## src/hw/pgc_pkg.sv

```systemverilog
// Package holding register map, field layout and types of the pin group controller
// What this block does
// - Drive enable mask bit one makes output
// - Drive enable set strobe sets only bit
// - Drive enable clear strobe clears only bit
// - Drive enable toggle strobe inverts bit
// - Level latch set strobe sets bit
// - Level latch clear strobe clears bit
// - Toggle strobe or sampled write inverts latch
// - Synchronizer frozen while sense is off
// - Pin level readable in either direction
// - Reset leaves drivers off, inputs on
// - Pin config byte at 0x10 plus n
// - Alias mirrors and writes like originals
// - Polarity flip inverts output and input
// - Polarity change makes a real edge
// - Resistor bit enables weak pull-up
// - Sense select chooses the flag condition
// - Wake on any sense, or limited set
// - Flip with sense change may be missed
// - Pending event may flag on re-enable
// - Sense change may drop pending event
// - Met condition sets flag, request holds
// - Request gated by global interrupt enable
// - Debug mode changes nothing
// - Direction strobes read back the mask
// - Pulse needs a clock, three-cycle gap except on full async pins
package pgc_pkg;

  // ****************************************
  // Register indices; the bus byte address is four times the index
  // ****************************************
  localparam logic [7:0] DRIVE_ENABLE_MASK          = 8'h00;
  localparam logic [7:0] DRIVE_ENABLE_SET_STROBE    = 8'h01;
  localparam logic [7:0] DRIVE_ENABLE_CLEAR_STROBE  = 8'h02;
  localparam logic [7:0] DRIVE_ENABLE_TOGGLE_STROBE = 8'h03;
  localparam logic [7:0] PAD_LEVEL_LATCH            = 8'h04;
  localparam logic [7:0] LEVEL_LATCH_SET_STROBE     = 8'h05;
  localparam logic [7:0] LEVEL_LATCH_CLEAR_STROBE   = 8'h06;
  localparam logic [7:0] LEVEL_LATCH_TOGGLE_STROBE  = 8'h07;
  localparam logic [7:0] SAMPLED_LEVEL              = 8'h08;
  localparam logic [7:0] PIN_EVENT_FLAGS            = 8'h09;
  localparam logic [7:0] PAD_CONFIG_PIN0            = 8'h10;
  localparam logic [7:0] ALIAS_BASE                 = 8'h20;
  localparam logic [7:0] ALIAS_DRIVE_ENABLE         = 8'h20;
  localparam logic [7:0] ALIAS_LEVEL_LATCH          = 8'h21;
  localparam logic [7:0] ALIAS_SAMPLED_LEVEL        = 8'h22;
  localparam logic [7:0] ALIAS_EVENT_FLAGS          = 8'h23;

  // ****************************************
  // Field layout and reset values
  // ****************************************
  localparam int         POLARITY_FLIP_BIT   = 7;
  localparam int         WEAK_HIGH_BIT       = 3;
  localparam int         SENSE_LSB           = 0;
  localparam logic [7:0] PAD_CONFIG_MASK     = 8'h8f;
  localparam logic [7:0] RESET_BYTE          = 8'h00;
  localparam logic [1:0] DEAD_TIME_CYCLES    = 2'h3;

  // ****************************************
  // Types
  // ****************************************
  typedef enum logic [2:0] {
    SENSE_DUAL_EDGE = 3'h0,
    SENSE_RISING    = 3'h1,
    SENSE_FALLING   = 3'h2,
    SENSE_OFF       = 3'h4,
    SENSE_LOW_LEVEL = 3'h5
  } pgc_sense_e;

  typedef struct packed {
    logic       polarity_flip;
    logic [2:0] spare;
    logic       weak_high_resistor_on;
    logic [2:0] sense_select;
  } pgc_pad_config_s;

  typedef struct packed {
    logic [7:0] drive;
    logic [7:0] level;
    logic [7:0] pull;
  } pgc_pad_out_s;

endpackage

```

## src/hw/pgc_pin_group_io_controller.sv

```systemverilog
// Eight-pin group controller with AXI4-Lite register slave
`timescale 1ns/1ps
`default_nettype none
module pgc_pin_group_io_controller #(
  parameter int        N_PINS     = 8,
  parameter bit [7:0]  FULL_ASYNC = 8'h04
) (
  input  wire logic               i_sys_clk,        // Main clock 100 MHz
  input  wire logic               i_reset_n,        // Synchronous reset, active low
  input  wire logic [7:0]         i_s_axi_awaddr,   // Write address
  input  wire logic               i_s_axi_awvalid,  // Write address valid
  output logic                    o_s_axi_awready,  // Write address ready
  input  wire logic [31:0]        i_s_axi_wdata,    // Write data
  input  wire logic [3:0]         i_s_axi_wstrb,    // Write byte strobes
  input  wire logic               i_s_axi_wvalid,   // Write data valid
  output logic                    o_s_axi_wready,   // Write data ready
  output logic [1:0]              o_s_axi_bresp,    // Write response
  output logic                    o_s_axi_bvalid,   // Write response valid
  input  wire logic               i_s_axi_bready,   // Write response ready
  input  wire logic [7:0]         i_s_axi_araddr,   // Read address
  input  wire logic               i_s_axi_arvalid,  // Read address valid
  output logic                    o_s_axi_arready,  // Read address ready
  output logic [31:0]             o_s_axi_rdata,    // Read data
  output logic [1:0]              o_s_axi_rresp,    // Read response
  output logic                    o_s_axi_rvalid,   // Read data valid
  input  wire logic               i_s_axi_rready,   // Read data ready
  input  wire logic [N_PINS-1:0]  i_pad_in,         // Pad input levels
  input  wire logic               i_global_int_en,  // Global interrupt enable
  input  wire logic               i_debug_mode,     // Debug mode indicator, ignored
  input  wire logic               i_clock_stopped,  // Main clock stopped in sleep
  output logic [N_PINS-1:0]       o_pad_out,        // Pad output level
  output logic [N_PINS-1:0]       o_pad_oe,         // Pad output enable
  output logic [N_PINS-1:0]       o_pad_pullup,     // Weak pull-up enable
  output logic [N_PINS-1:0]       o_pad_in_en,      // Input buffer enable
  output logic [N_PINS-1:0]       o_pin_event_line, // Internal pin signal after polarity
  output logic                    o_irq,            // Group interrupt request
  output logic                    o_wake            // Wake request
);

  // ****************************************
  // State
  // ****************************************
  logic [7:0]            drive_enable_mask;
  logic [7:0]            pad_level_latch;
  logic [7:0]            pin_event_flags;
  pgc_pkg::pgc_pad_config_s pad_config [N_PINS];
  logic [N_PINS-1:0]     sync_a;
  logic [N_PINS-1:0]     sync_b;
  logic [N_PINS-1:0]     prev_line;
  logic [1:0]            dead_cnt [N_PINS];
  logic [N_PINS-1:0]     hit;
  logic [N_PINS-1:0]     sense_on;
  logic [N_PINS-1:0]     flip;
  logic [N_PINS-1:0]     line_now;
  logic [N_PINS-1:0]     wake_req;
  logic [7:0]            sampled_level;

  logic                  aw_held;
  logic                  w_held;
  logic [7:0]            aw_addr;
  logic [31:0]           w_data;
  logic [3:0]            w_strb;
  logic                  wr_go;
  logic                  wr_b0;
  logic [7:0]            wr_byte;
  logic [7:0]            rd_byte;
  logic                  rd_ok;
  logic [7:0]            rd_idx;
  logic                  wr_ok;

  // ****************************************
  // Write channel capture
  // ****************************************
  assign o_s_axi_awready = !aw_held && !o_s_axi_bvalid;
  assign o_s_axi_wready  = !w_held && !o_s_axi_bvalid;
  assign wr_go   = aw_held && w_held && !o_s_axi_bvalid;
  assign wr_b0   = wr_go && w_strb[0];
  assign wr_byte = w_data[7:0];

  // Hold address and data until both have arrived
  always_ff @(posedge i_sys_clk) begin
    if (!i_reset_n) begin
      aw_held <= 1'b0;
      w_held  <= 1'b0;
      aw_addr <= 8'h00;
      w_data  <= 32'h0000_0000;
      w_strb  <= 4'h0;
    end else begin
      if (o_s_axi_awready && i_s_axi_awvalid) begin
        aw_held <= 1'b1;
        aw_addr <= {2'b00, i_s_axi_awaddr[7:2]};
      end else if (wr_go) begin
        aw_held <= 1'b0;
      end
      if (o_s_axi_wready && i_s_axi_wvalid) begin
        w_held <= 1'b1;
        w_data <= i_s_axi_wdata;
        w_strb <= i_s_axi_wstrb;
      end else if (wr_go) begin
        w_held <= 1'b0;
      end
    end
  end

  // Address decode for writes
  always_comb begin
    wr_ok = 1'b1;
    if (aw_addr > pgc_pkg::PIN_EVENT_FLAGS && aw_addr < pgc_pkg::PAD_CONFIG_PIN0)
      wr_ok = 1'b0;
    if (aw_addr >= pgc_pkg::PAD_CONFIG_PIN0 + 8'(N_PINS) && aw_addr < pgc_pkg::ALIAS_BASE)
      wr_ok = 1'b0;
    if (aw_addr > pgc_pkg::ALIAS_EVENT_FLAGS)
      wr_ok = 1'b0;
  end

  // Write response
  always_ff @(posedge i_sys_clk) begin
    if (!i_reset_n) begin
      o_s_axi_bvalid <= 1'b0;
      o_s_axi_bresp  <= 2'b00;
    end else if (wr_go) begin
      o_s_axi_bvalid <= 1'b1;
      o_s_axi_bresp  <= wr_ok ? 2'b00 : 2'b10;
    end else if (i_s_axi_bready) begin
      o_s_axi_bvalid <= 1'b0;
    end
  end

  // ****************************************
  // Drive enable mask and level latch
  // ****************************************
  always_ff @(posedge i_sys_clk) begin
    if (!i_reset_n) begin
      drive_enable_mask <= pgc_pkg::RESET_BYTE;
    end else if (wr_b0) begin
      unique case (aw_addr)
        pgc_pkg::DRIVE_ENABLE_MASK,
        pgc_pkg::ALIAS_DRIVE_ENABLE:         drive_enable_mask <= wr_byte;
        pgc_pkg::DRIVE_ENABLE_SET_STROBE:    drive_enable_mask <= drive_enable_mask | wr_byte;
        pgc_pkg::DRIVE_ENABLE_CLEAR_STROBE:  drive_enable_mask <= drive_enable_mask & ~wr_byte;
        pgc_pkg::DRIVE_ENABLE_TOGGLE_STROBE: drive_enable_mask <= drive_enable_mask ^ wr_byte;
        default: ;
      endcase
    end
  end

  always_ff @(posedge i_sys_clk) begin
    if (!i_reset_n) begin
      pad_level_latch <= pgc_pkg::RESET_BYTE;
    end else if (wr_b0) begin
      unique case (aw_addr)
        pgc_pkg::PAD_LEVEL_LATCH,
        pgc_pkg::ALIAS_LEVEL_LATCH:         pad_level_latch <= wr_byte;
        pgc_pkg::LEVEL_LATCH_SET_STROBE:    pad_level_latch <= pad_level_latch | wr_byte;
        pgc_pkg::LEVEL_LATCH_CLEAR_STROBE:  pad_level_latch <= pad_level_latch & ~wr_byte;
        pgc_pkg::LEVEL_LATCH_TOGGLE_STROBE,
        pgc_pkg::SAMPLED_LEVEL,
        pgc_pkg::ALIAS_SAMPLED_LEVEL:       pad_level_latch <= pad_level_latch ^ wr_byte;
        default: ;
      endcase
    end
  end

  // ****************************************
  // Per-pin configuration, sensing and flags
  // ****************************************
  genvar g;
  generate
    for (g = 0; g < N_PINS; g++) begin : gen_pin
      logic [2:0] sel;
      logic       sensed;
      assign sel         = pad_config[g].sense_select;
      assign flip[g]     = pad_config[g].polarity_flip;
      assign sense_on[g] = (sel != pgc_pkg::SENSE_OFF);
      assign sensed      = sync_b[g] ^ flip[g];
      assign line_now[g] = sensed;

      // Config byte at 0x10 plus pin index
      always_ff @(posedge i_sys_clk) begin
        if (!i_reset_n)
          pad_config[g] <= pgc_pkg::pgc_pad_config_s'(pgc_pkg::RESET_BYTE);
        else if (wr_b0 && aw_addr == pgc_pkg::PAD_CONFIG_PIN0 + 8'(g))
          pad_config[g] <= pgc_pkg::pgc_pad_config_s'(wr_byte & pgc_pkg::PAD_CONFIG_MASK);
      end

      // Two-stage synchronizer, frozen while sensing is off
      always_ff @(posedge i_sys_clk) begin
        if (!i_reset_n) begin
          sync_a[g] <= 1'b0;
          sync_b[g] <= 1'b0;
        end else if (sense_on[g]) begin
          sync_a[g] <= i_pad_in[g];
          sync_b[g] <= sync_a[g];
        end
      end

      // Previous internal level; stale across sense off so pending edges survive
      always_ff @(posedge i_sys_clk) begin
        if (!i_reset_n)
          prev_line[g] <= 1'b0;
        else if (sense_on[g])
          prev_line[g] <= sensed;
      end

      // Condition decode from sense select
      always_comb begin
        hit[g] = 1'b0;
        unique case (sel)
          pgc_pkg::SENSE_DUAL_EDGE: hit[g] = sensed ^ prev_line[g];
          pgc_pkg::SENSE_RISING:    hit[g] = sensed & ~prev_line[g];
          pgc_pkg::SENSE_FALLING:   hit[g] = ~sensed & prev_line[g];
          pgc_pkg::SENSE_LOW_LEVEL: hit[g] = ~sensed;
          default:                  hit[g] = 1'b0;
        endcase
      end

      // Dead time after each flag, none on full async pins
      always_ff @(posedge i_sys_clk) begin
        if (!i_reset_n)
          dead_cnt[g] <= 2'h0;
        else if (hit[g] && dead_cnt[g] == 2'h0 && !FULL_ASYNC[g])
          dead_cnt[g] <= pgc_pkg::DEAD_TIME_CYCLES;
        else if (dead_cnt[g] != 2'h0)
          dead_cnt[g] <= dead_cnt[g] - 2'h1;
      end

      // Event flag: set wins over write-one clear
      always_ff @(posedge i_sys_clk) begin
        if (!i_reset_n)
          pin_event_flags[g] <= 1'b0;
        else if (sense_on[g] && hit[g] && dead_cnt[g] == 2'h0)
          pin_event_flags[g] <= 1'b1;
        else if (wr_b0 && wr_byte[g] &&
                 (aw_addr == pgc_pkg::PIN_EVENT_FLAGS || aw_addr == pgc_pkg::ALIAS_EVENT_FLAGS))
          pin_event_flags[g] <= 1'b0;
      end

      // Wake: any sense on full async pins or while the clock runs, dual edge or low level otherwise
      assign wake_req[g] = sense_on[g] && (i_pad_in[g] ^ flip[g]) !=
                           prev_line[g] && (FULL_ASYNC[g] || !i_clock_stopped ||
                           sel == pgc_pkg::SENSE_DUAL_EDGE || sel == pgc_pkg::SENSE_LOW_LEVEL);

      assign o_pad_out[g]    = pad_level_latch[g] ^ flip[g];
      assign o_pad_pullup[g] = pad_config[g].weak_high_resistor_on;
      assign o_pad_in_en[g]  = sense_on[g];
    end
  endgenerate

  // Bits above the pin count read as zero
  assign sampled_level = 8'(line_now);
  assign o_pad_oe      = drive_enable_mask[N_PINS-1:0];
  assign o_pin_event_line = line_now;
  assign o_irq  = (|pin_event_flags) && i_global_int_en;
  assign o_wake = |wake_req;

  // ****************************************
  // Read channel
  // ****************************************
  assign o_s_axi_arready = !o_s_axi_rvalid;

  // Read decode: the word address is the register index, data in byte lane 0
  assign rd_idx = {2'b00, i_s_axi_araddr[7:2]};

  // Function call inside always_comb keeps register reads in the sensitivity
  always_comb begin
    rd_byte = byte_at(rd_idx);
    rd_ok   = 1'b1;
    if (rd_idx > pgc_pkg::PIN_EVENT_FLAGS && rd_idx < pgc_pkg::PAD_CONFIG_PIN0)
      rd_ok = 1'b0;
    if (rd_idx >= pgc_pkg::PAD_CONFIG_PIN0 + 8'(N_PINS) && rd_idx < pgc_pkg::ALIAS_BASE)
      rd_ok = 1'b0;
    if (rd_idx > pgc_pkg::ALIAS_EVENT_FLAGS)
      rd_ok = 1'b0;
  end

  always_ff @(posedge i_sys_clk) begin
    if (!i_reset_n) begin
      o_s_axi_rvalid <= 1'b0;
      o_s_axi_rdata  <= 32'h0000_0000;
      o_s_axi_rresp  <= 2'b00;
    end else if (o_s_axi_arready && i_s_axi_arvalid) begin
      o_s_axi_rvalid <= 1'b1;
      o_s_axi_rdata  <= {24'h000000, rd_byte};
      o_s_axi_rresp  <= rd_ok ? 2'b00 : 2'b10;
    end else if (i_s_axi_rready) begin
      o_s_axi_rvalid <= 1'b0;
    end
  end

  function automatic logic [7:0] byte_at(input logic [7:0] a);
    logic [7:0] v;
    v = 8'h00;
    if (a <= pgc_pkg::DRIVE_ENABLE_TOGGLE_STROBE)
      v = drive_enable_mask;
    else if (a <= pgc_pkg::LEVEL_LATCH_TOGGLE_STROBE)
      v = pad_level_latch;
    else if (a == pgc_pkg::SAMPLED_LEVEL || a == pgc_pkg::ALIAS_SAMPLED_LEVEL)
      v = sampled_level;
    else if (a == pgc_pkg::PIN_EVENT_FLAGS || a == pgc_pkg::ALIAS_EVENT_FLAGS)
      v = pin_event_flags;
    else if (a == pgc_pkg::ALIAS_DRIVE_ENABLE)
      v = drive_enable_mask;
    else if (a == pgc_pkg::ALIAS_LEVEL_LATCH)
      v = pad_level_latch;
    else if (a >= pgc_pkg::PAD_CONFIG_PIN0 && a < pgc_pkg::PAD_CONFIG_PIN0 + 8'(N_PINS))
      v = pad_config[3'(a - pgc_pkg::PAD_CONFIG_PIN0)];
    return v;
  endfunction

endmodule
`default_nettype wire

```

## config.mk

```make
export PLATFORM = sky130hd
export DESIGN_NAME = pgc_pin_group_io_controller
export DESIGN_NICKNAME = d
export VERILOG_FILES = /design/src/hw/pgc_pkg.sv /design/src/hw/pgc_pin_group_io_controller.sv
export SDC_FILE = /design/constraint.sdc
export NUM_CORES = 1
export LEC_CHECK = 0
export BUFFER_PORTS_ARGS = -buffer_cell sky130_fd_sc_hd__buf_2
export CAP_MARGIN = 20
export CORE_ASPECT_RATIO = 0.5
export CORE_MARGIN = 5
export CORE_UTILIZATION = 55
export DETAILED_ROUTE_END_ITERATION = 8
export GPL_TIMING_DRIVEN = 1
export PLACE_DENSITY = 0.78
export SLEW_MARGIN = 20
export SYNTH_ARGS = -nofsm -noshare
export SYNTH_HDL_FRONTEND = slang
export SYNTH_SLANG_ARGS = --single-unit
```

## constraint.sdc

```tcl
create_clock -name i_sys_clk -period 2.72 [get_ports i_sys_clk]
set_input_delay 0.136 -clock i_sys_clk [delete_from_list [all_inputs] [get_ports i_sys_clk]]
set_output_delay 0.136 -clock i_sys_clk [all_outputs]
set_load 0.03 [all_outputs]
```

* Yosys cells after proc, flatten, opt, wreduce, memory -nomap -nowiden *
Memory sizes are Yosys's and may differ from the RTL's.
Index checks and enable logic that the tools add are counted.

word-level totals
  output and inout bits = 83
  memory bits (writable) = 56
  memories kept = 2
  register bits after elaboration = 79
  logic and storage cells = 522
  input port bits = 70

memory list
  memory      depth  width  read ports  clocked after memory_dff  wr ports  RTL line                           source
  pad_config  8      5      9           0                         8         pgc_pin_group_io_controller.sv:46  pgc_pkg::pgc_pad_config_s pad_config [N_PINS];
  dead_cnt    8      2      8           0                         8         pgc_pin_group_io_controller.sv:50  logic [1:0] dead_cnt [N_PINS];

cells by class
  $lt $le $gt $ge = 14
  $add $sub $neg = 9
  bitwise logic cells = 94
  reduce and logical (&&, ||, !) cells = 144
  equality and inequality tests = 67
  multiplexer cells = 148

operators by type and width
  operator              count
  $mux W1               106
  $logic_and A1 B1 Y1   76
  $pmux W8 S4           2
  $mux W8               7
  $eq A6 B5 Y1 const B  8
  $eq A6 B6 Y1 const B  8
  $mux W5               8
  $reduce_bool A2 Y1    20
  $mux W2               17
  $pmux W1 S4           8
  $xor A1 B1 Y1         32
  $eq A3 B1 Y1 const B  8
  $eq A3 B2 Y1 const B  8
  $eq A3 B3 Y1 const B  8
  $eq A6 B3 Y1 const B  4
  $eq A6 B4 Y1 const B  4
  $logic_not A3 Y1      8
  $ne A3 B3 Y1 const B  8
  $or A1 B1 Y1          23
  $ge A6 B5 Y1 const B  3
  $lt A6 B5 Y1 const B  3
  $logic_or A1 B1 Y1    17
  $and A1 B1 Y1         16
  $and A8 B8 Y8         2
  22 further kinds      72

* Logic depth before layout (Yosys ltp) *
Gate-level depths: netlist of the first run.
An unclocked memory read counts as a cell.

  depth in word-level cells = 11
  gate-level depth with buffers = 9
  depth with buffers taken out = 8

* Least setup slack after synthesis of the first run *
Ideal clock, no wire load.

  path kind = register to register
  start point = memory pad_config[5][4] (netlist bit)
  end point = memory dead_cnt[5][0] (netlist: dead_cnt[1][2]), enable pin
  slack = 0.558 ns
  arrival time = 1.861 ns
  library setup time = 0.301 ns
  clock period less this slack = 2.162 ns
  required time = 2.419 ns
  path buffers = 0
  stages on the path, launching flop included = 9
  path through = edfxtp_1 -> xnor2_1 -> inv_1 -> ha_1 -> nor2b_1 -> a211o_1 -> a21oi_1 -> o21a_1 -> nand3b_1

RTL lines
  item         RTL line
  from (decl)  pgc_pin_group_io_controller.sv:46
  to (decl)    pgc_pin_group_io_controller.sv:50

==> results.json, run 1 <==
{
  "ant_nets": 0,
  "layout.area.seq_mm2": 0.00322,
  "hpwl_um": 17600,
  "drc_errors": 0,
  "die_h_um": 97.7,
  "pwr-share-comb_pct": 20.1,
  "final_layout_size_suffix_gt1_share_pct": 18.4,
  "wl_per_cell_um": 19.5,
  "vias": 7436,
  "power_leakage_nw": 3.91,
  "start_util_pct": 55.4,
  "crit_path_start_kind": "flip-flop",
  "hold_class": "in2reg",
  "maxCapViolations": 0,
  "hold_viol": 1,
  "design_area_mm2": 0.00984,
  "ys_seq_elements": 133,
  "drt_iter0_markers": 906,
  "placed_area_mm2": 0.00897,
  "slew_headroom_pct": 37.3,
  "synth_edf_count": 56,
  "setup_viol": 0,
  "finClkSkew_ps": 9.43,
  "crit_buf_inv": 1,
  "power.share.clock_pct": 40.3,
  "intPower_mw": 4.43,
  "switching_power_mw": 1.84,
  "netlist_area_mm2": 0.00846,
  "cts_made_buffers": 17,
  "tns_ps": 0,
  "synth_area_per_cell_um2": 9.19,
  "clkLatencyLatePin_ps": 420,
  "max_stage_delay_ps": 610,
  "irDropWorstVdd_mv": 0.534,
  "syn_inst": 920,
  "yosysUniqueCellTypes": 68,
  "cts.path.max_buffers": 2,
  "crit_required_ps": 2580,
  "crit_chain": "or3b_2 > a32o_1 > a311oi_1 > nand4_1 > buf_2",
  "ys_warn_count": 0,
  "grt_pass1_vias": 7128,
  "core_area_mm2": 0.0153,
  "cts.htree.levels": 4,
  "fill_cells": 1255,
  "cts-root-buf": "clkbuf_16",
  "ctsResizeCount": 0,
  "ys_async_sr_fraction_pct": 0,
  "cts_tree": "yes",
  "post-route-min-period_ps": 2570,
  "grtUsageTotal_pct": 26.8,
  "crit_start": "pad_config[2][1]",
  "final_nets": 1150,
  "crit_path_end_kind": "primary output",
  "crit_family": "simple AND/OR/NAND/NOR gates",
  "grt_pass1_wl_um": 38000,
  "fp-row-count": 32,
  "crit_arrival_ps": 2440,
  "pwr-share-seq_pct": 39.6,
  "reg2reg_setup_slack_ps": 380,
  "synth-seq-area-share_pct": 38.1,
  "multi_input_area_mm2": 0.00455,
  "crit_path_top_delay_cell": "or3b_2",
  "gp_congestion": 0.944,
  "die-area_mm2": 0.0181,
  "cts_setup_buffers": 0,
  "violations": "negative hold slack",
  "fp.dieW_um": 185,
  "finalCritPeriodShare_pct": 94.6,
  "syn_to_final_growth_pct": 16.3,
  "status": "finished with violations",
  "path_class": "reg2out",
  "hold_ws_ps": -2.52,
  "antenna_found_initial": 0,
  "clock-sinks": 133,
  "grt_setup_unrepaired": "no",
  "fmax_mhz": 389,
  "finalMaxSlewViolations": 0,
  "synth_ff_type": "dfxtp_1",
  "vias_per_cell": 5.99,
  "r2r_start": "pad_config[4][4]",
  "crit_fanout": 6,
  "port_buffers": 94,
  "p_per_area_mw_per_mm2": 637,
  "first_pass_iters": 5,
  "worst_pin_slew_ps": 933,
  "totalWireLength_um": 24100,
  "switching_share_pct": 29.4,
  "path_clk_slew_ps": 60,
  "hp-start": "i_s_axi_awaddr[7]",
  "overflow": 0,
  "io_pins": 153,
  "grt_max_degree": 38,
  "antenna_cells": 0
}
state kept, by name, indices dropped and copies added, names as in the netlist, 6 cells and up:
signal           cells
sync_b               8
o_s_axi_rdata        8
o_pad_oe             8
dead_cnt            16
sync_a               8
aw_addr              6
pad_level_latch      8
prev_line            8
w_data               8
pin_event_flags      8
pad_config          40
worst reg2reg max path, stage by stage (launching register included):
cell      delay (ps)
edfxtp_1         510
xnor2_1          290
inv_1             90
ha_1             280
nor3_1           150
a31oi_1           60
o22ai_1          310
o21ai_0          190
nand2_1          170
metal layers:
layer | GRT usage (%) | wire (um)
met5 | 0 | 0
met4 | 7.50 | 402
met3 | 6.02 | 2340
met2 | 42.7 | 11300
met1 | 36.6 | 10100
placed cells by master, fill, tap and decap left out, drive strengths merged, types with 6 or more instances in the layout:
| master | n |
|---|---|
| a31oi | 8 |
| mux2i | 19 |
| o21a | 9 |
| a211oi | 18 |
| mux4 | 10 |
| ha | 56 |
| and2 | 7 |
| nand2b | 12 |
| nand2 | 61 |
| a2bb2oi | 8 |
| inv | 64 |
| xor2 | 8 |
| buf | 123 |
| nor2 | 66 |
| clkinv | 10 |
| clkbuf | 18 |
| a21oi | 58 |
| nor2b | 25 |
| nor3 | 44 |
| dfxtp | 77 |
| dlygate4sd3 | 23 |
| conb | 26 |
| a21boi | 7 |
| xnor2 | 24 |
| nand3b | 15 |
| edfxtp | 56 |
| nand3 | 29 |
| a221oi | 16 |
| or3b | 7 |
| a22oi | 7 |
| o22ai | 6 |
| o21ai | 56 |
stage by stage:
step	worst slack (ps)	std cells	utilization [%]	total power, mW
4_1_cts	122	1241	64.5	6.26
2_1_floorplan	558	945	-	3.42
6_report	148	1241	64.5	6.27
3_5_place_dp	441	1186	58.8	3.74
3_3_place_gp	459	1186	58.8	3.67
5_1_grt	48.6	1241	64.5	6.54
area by class of cell:
| type | count | share of cell area, % |
|---|---|---|
| Multi-Input combinational cell | 659 | 46.3 |
| Sequential cell | 133 | 32.8 |
| Timing Repair Buffer | 146 | 9.34 |
| Clock buffer | 18 | 4.36 |
| Tap cell | 204 | 2.59 |
| Inverter | 67 | 2.56 |
| Clock inverter | 14 | 2.11 |
cell families after synthesis:
kind of cell	share of synthesized area (%)
AOI/OAI and AO/OA	17.9
muxes	5.58
xor gates and xnor gates	3.31
and+or+nand+nor	17.6
DFF	38.1
buffers and inverters	9.16
adders and majority gates	8.29
other	0.0443
what timing repair did:
item / CTS / global route
endpoints found under the setup margin: 0 / 0
hold buffers: 23 / 0
endpoints found under the hold margin: 23 / 0
final timing paths:
kind                      end  cells after the start
max                    o_wake                      5
min                aw_addr[5]                      3
max reg2reg    dead_cnt[1][1]                      8
min reg2reg  o_s_axi_rresp[1]                      2
power groups by stage:
stage / Combinational, mW / Clock, mW / Sequential, mW
after detailed placement: 1.22 / 0 / 2.52
final: 1.26 / 2.52 / 2.48
after global routing: 1.39 / 2.64 / 2.51
after global placement: 1.16 / 0 / 2.51
after floorplan: 0.940 / 0 / 2.48
after CTS: 1.25 / 2.53 / 2.48
synthesized netlist by cell type (7+ instances only):
cell type  count  area share, %
xnor2_1       24            2.5
dfxtp_1       77             18
nor3_1        43            2.5
mux4_2        10            2.7
xor2_1         8           0.83
a211oi_1      18            1.6
mux2i_1       19            2.2
buf_4         38            3.4
nand2_1       61            2.7
a221oi_1      11            1.1
nor2_1        66            2.9
nand2b_1      12           0.89
clkbuf_1      28            1.2
ha_1          56            8.3
o21a_1         9           0.80
nand3_1       29            1.7
a31oi_1        8           0.59
inv_1         62            2.8
a22oi_1        7           0.62
a2bb2oi_1      8           0.83
nand3b_1      15            1.3
a21oi_1       57            3.4
and2_1         7           0.52
o21ai_0       56            3.3
edfxtp_1      56             20
buf_2         13           0.77
nor2b_1       24            1.8
Note: power is estimated with default switching activity, not from simulation.
==> inputs of run 2 (changes only) <==
==> constraint.sdc (replaced) <==
create_clock -name i_sys_clk -period 2.4 [get_ports i_sys_clk]
set_input_delay 0.12 -clock i_sys_clk [delete_from_list [all_inputs] [get_ports i_sys_clk]]
set_output_delay 0.12 -clock i_sys_clk [all_outputs]
set_load 0.03 [all_outputs]
==> run 2 against run 1 <==
- the flow finishes with violations (negative setup slack)
- first-iteration DRC count rose by 2.8%
- combinational power increased by 17%
- wire length is 1.4% lower
- global-route usage shrank 0.67 points
- core utilization grew 0.93 points
- total power rose by 11%
- critical path type unchanged
==> results.json, run 2 (synthesis gave the netlist of run 1 again) <==
{
  "grt_setup_unrepaired": "yes",
  "reg2reg_setup_slack_ps": 160,
  "maxCapViolations": 0,
  "overflow": 0,
  "violations": "negative setup slack",
  "cts_made_buffers": 17,
  "fill_cells": 1187,
  "hold_class": "in2reg",
  "syn_to_final_growth_pct": 18.0,
  "multi_input_area_mm2": 0.00457,
  "cts-root-buf": "clkbuf_16",
  "die_h_um": 97.7,
  "setup_viol": 1,
  "r2r_start": "pad_config[0][4]",
  "clock-sinks": 133,
  "finalMaxSlewViolations": 0,
  "pre_cts_ws_ps": 213,
  "layout.area.seq_mm2": 0.00322,
  "crit_required_ps": 2280,
  "placed_area_mm2": 0.00908,
  "port_buffers": 94,
  "dp.cells": 1199,
  "hpwl_um": 17400,
  "antenna_found_initial": 0,
  "wl_per_cell_um": 18.9,
  "die-area_mm2": 0.0181,
  "power_leakage_nw": 3.99,
  "post-route-min-period_ps": 2420,
  "finClkSkew_ps": 7.03,
  "final_nets": 1167,
  "status": "finished with violations",
  "r2r_cells": 7,
  "fp.dieW_um": 185,
  "worst_pin_slew_ps": 893,
  "design_area_mm2": 0.00998,
  "path_clk_slew_ps": 60,
  "grt_pass1_vias": 7139,
  "cts.htree.levels": 4,
  "finalCritPeriodShare_pct": 101,
  "slew_headroom_pct": 40.0,
  "crit_arrival_ps": 2300,
  "ant_nets": 0,
  "final_common_cell": "buf_2",
  "gp_congestion": 0.968,
  "crit_path_end_kind": "primary output",
  "setup.worst_path.end": "o_wake",
  "crit_start": "pad_config[0][1]",
  "first_pass_iters": 6,
  "final_layout_size_suffix_gt1_share_pct": 20.0,
  "crit_path_start_kind": "flip-flop",
  "fmax_mhz": 413,
  "layout_setup_ws_ps": -22.2,
  "grt_pass1_wl_um": 37400,
  "irDropWorstVdd_mv": 0.663,
  "io_pins": 153,
  "fin_cells": 1258,
  "drt_iter0_markers": 931,
  "fp-row-count": 32,
  "cts.path.max_buffers": 2,
  "core_area_mm2": 0.0153,
  "clkLatencyLatePin_ps": 420,
  "totalWireLength_um": 23800,
  "power_mw": 6.95,
  "cts_tree": "yes",
  "grtUsageTotal_pct": 26.1,
  "drc_errors": 0,
  "regMostFlops": "pad_config",
  "largest_reg_flops": 40,
  "antenna_cells": 0,
  "crit_fanout": 6,
  "r2r-end": "dead_cnt[0][0]",
  "hold_viol": 0,
  "reg.largest.list": "pad_config (40), dead_cnt (16)",
  "path_class": "reg2out",
  "start_util_pct": 55.4,
  "vias": 7528,
  "p_per_area_mw_per_mm2": 696,
  "grt_max_degree": 38,
  "vias_per_cell": 5.98,
  "layout_common_cells": "buf_2 (94), dfxtp_1 (77), nor2_1 (66)"
}
run 2: cell types whose count changed in the layout (fill, tap and decap cells not counted), sizes merged:
cell         change
buf             +15
bufinv           -3
clkbuf           +2
clkinvlp         +2
dlygate4sd3      +2
clkinv           -1
run 2: critical path, stage by stage (launching register included):
cell	delay [ps]
edfxtp_1	490
or3b_2	600
and3_1	200
a311oi_2	240
nand4_1	150
buf_2	200
run 2: worst min-delay path by stage:
stage	cells after the start	end	start	slack, ps
global placement	3	aw_addr[5]	i_s_axi_awaddr[7]	350
global route	2	pin_event_flags[7]	i_reset_n	120
finish	2	pin_event_flags[7]	i_reset_n	100
CTS	2	pin_event_flags[7]	i_reset_n	90
floorplan	2	w_data[0]	i_s_axi_wdata[0]	250
detailed placement	3	w_strb[0]	i_s_axi_wstrb[0]	360
run 2: through the flow:
stage                     hold slack (ps)  TNS, ps  utilization [%]
after floorplan                       253        0                -
after detailed placement              365        0             59.5
after global routing                  116    -52.1             65.4
final                                 103    -22.2             65.4
after global placement                353        0             59.5
after CTS                            90.7        0             65.2
run 2: power by group:
group          switching, mW  total, mW  internal (mW)
clock network           1.01       2.68           1.67
logic                  0.897       1.47          0.575
registers              0.167       2.80           2.63
run 2: area by class of cell:
class / count / share of cell area, %
Tap cell: 204 / 2.56
Sequential cell: 133 / 32.3
Timing Repair Buffer: 163 / 10.7
Inverter: 67 / 2.52
Clock inverter: 12 / 1.23
Multi-Input combinational cell: 659 / 45.8
Clock buffer: 20 / 4.90
run 2: timing repair:
| item | CTS | global route |
|---|---|---|
| cloned | 0 | 0 |
| setup endpoints to repair | 1 | 3 |
| gates resized for setup | 2 | 2 |
| buffers inserted | 0 | 2 |
| endpoints found under the hold margin | 25 | 0 |
| hold buffers | 25 | 0 |
run 2: per-layer routing:
layer	global-route usage [%]	vias up	part of all wire, %
met5	0	-	0
met4	9.30	0	3.2
met3	7.14	71	11
met2	40.9	407	46
met1	34.7	3576	40
li1	-	3474	-
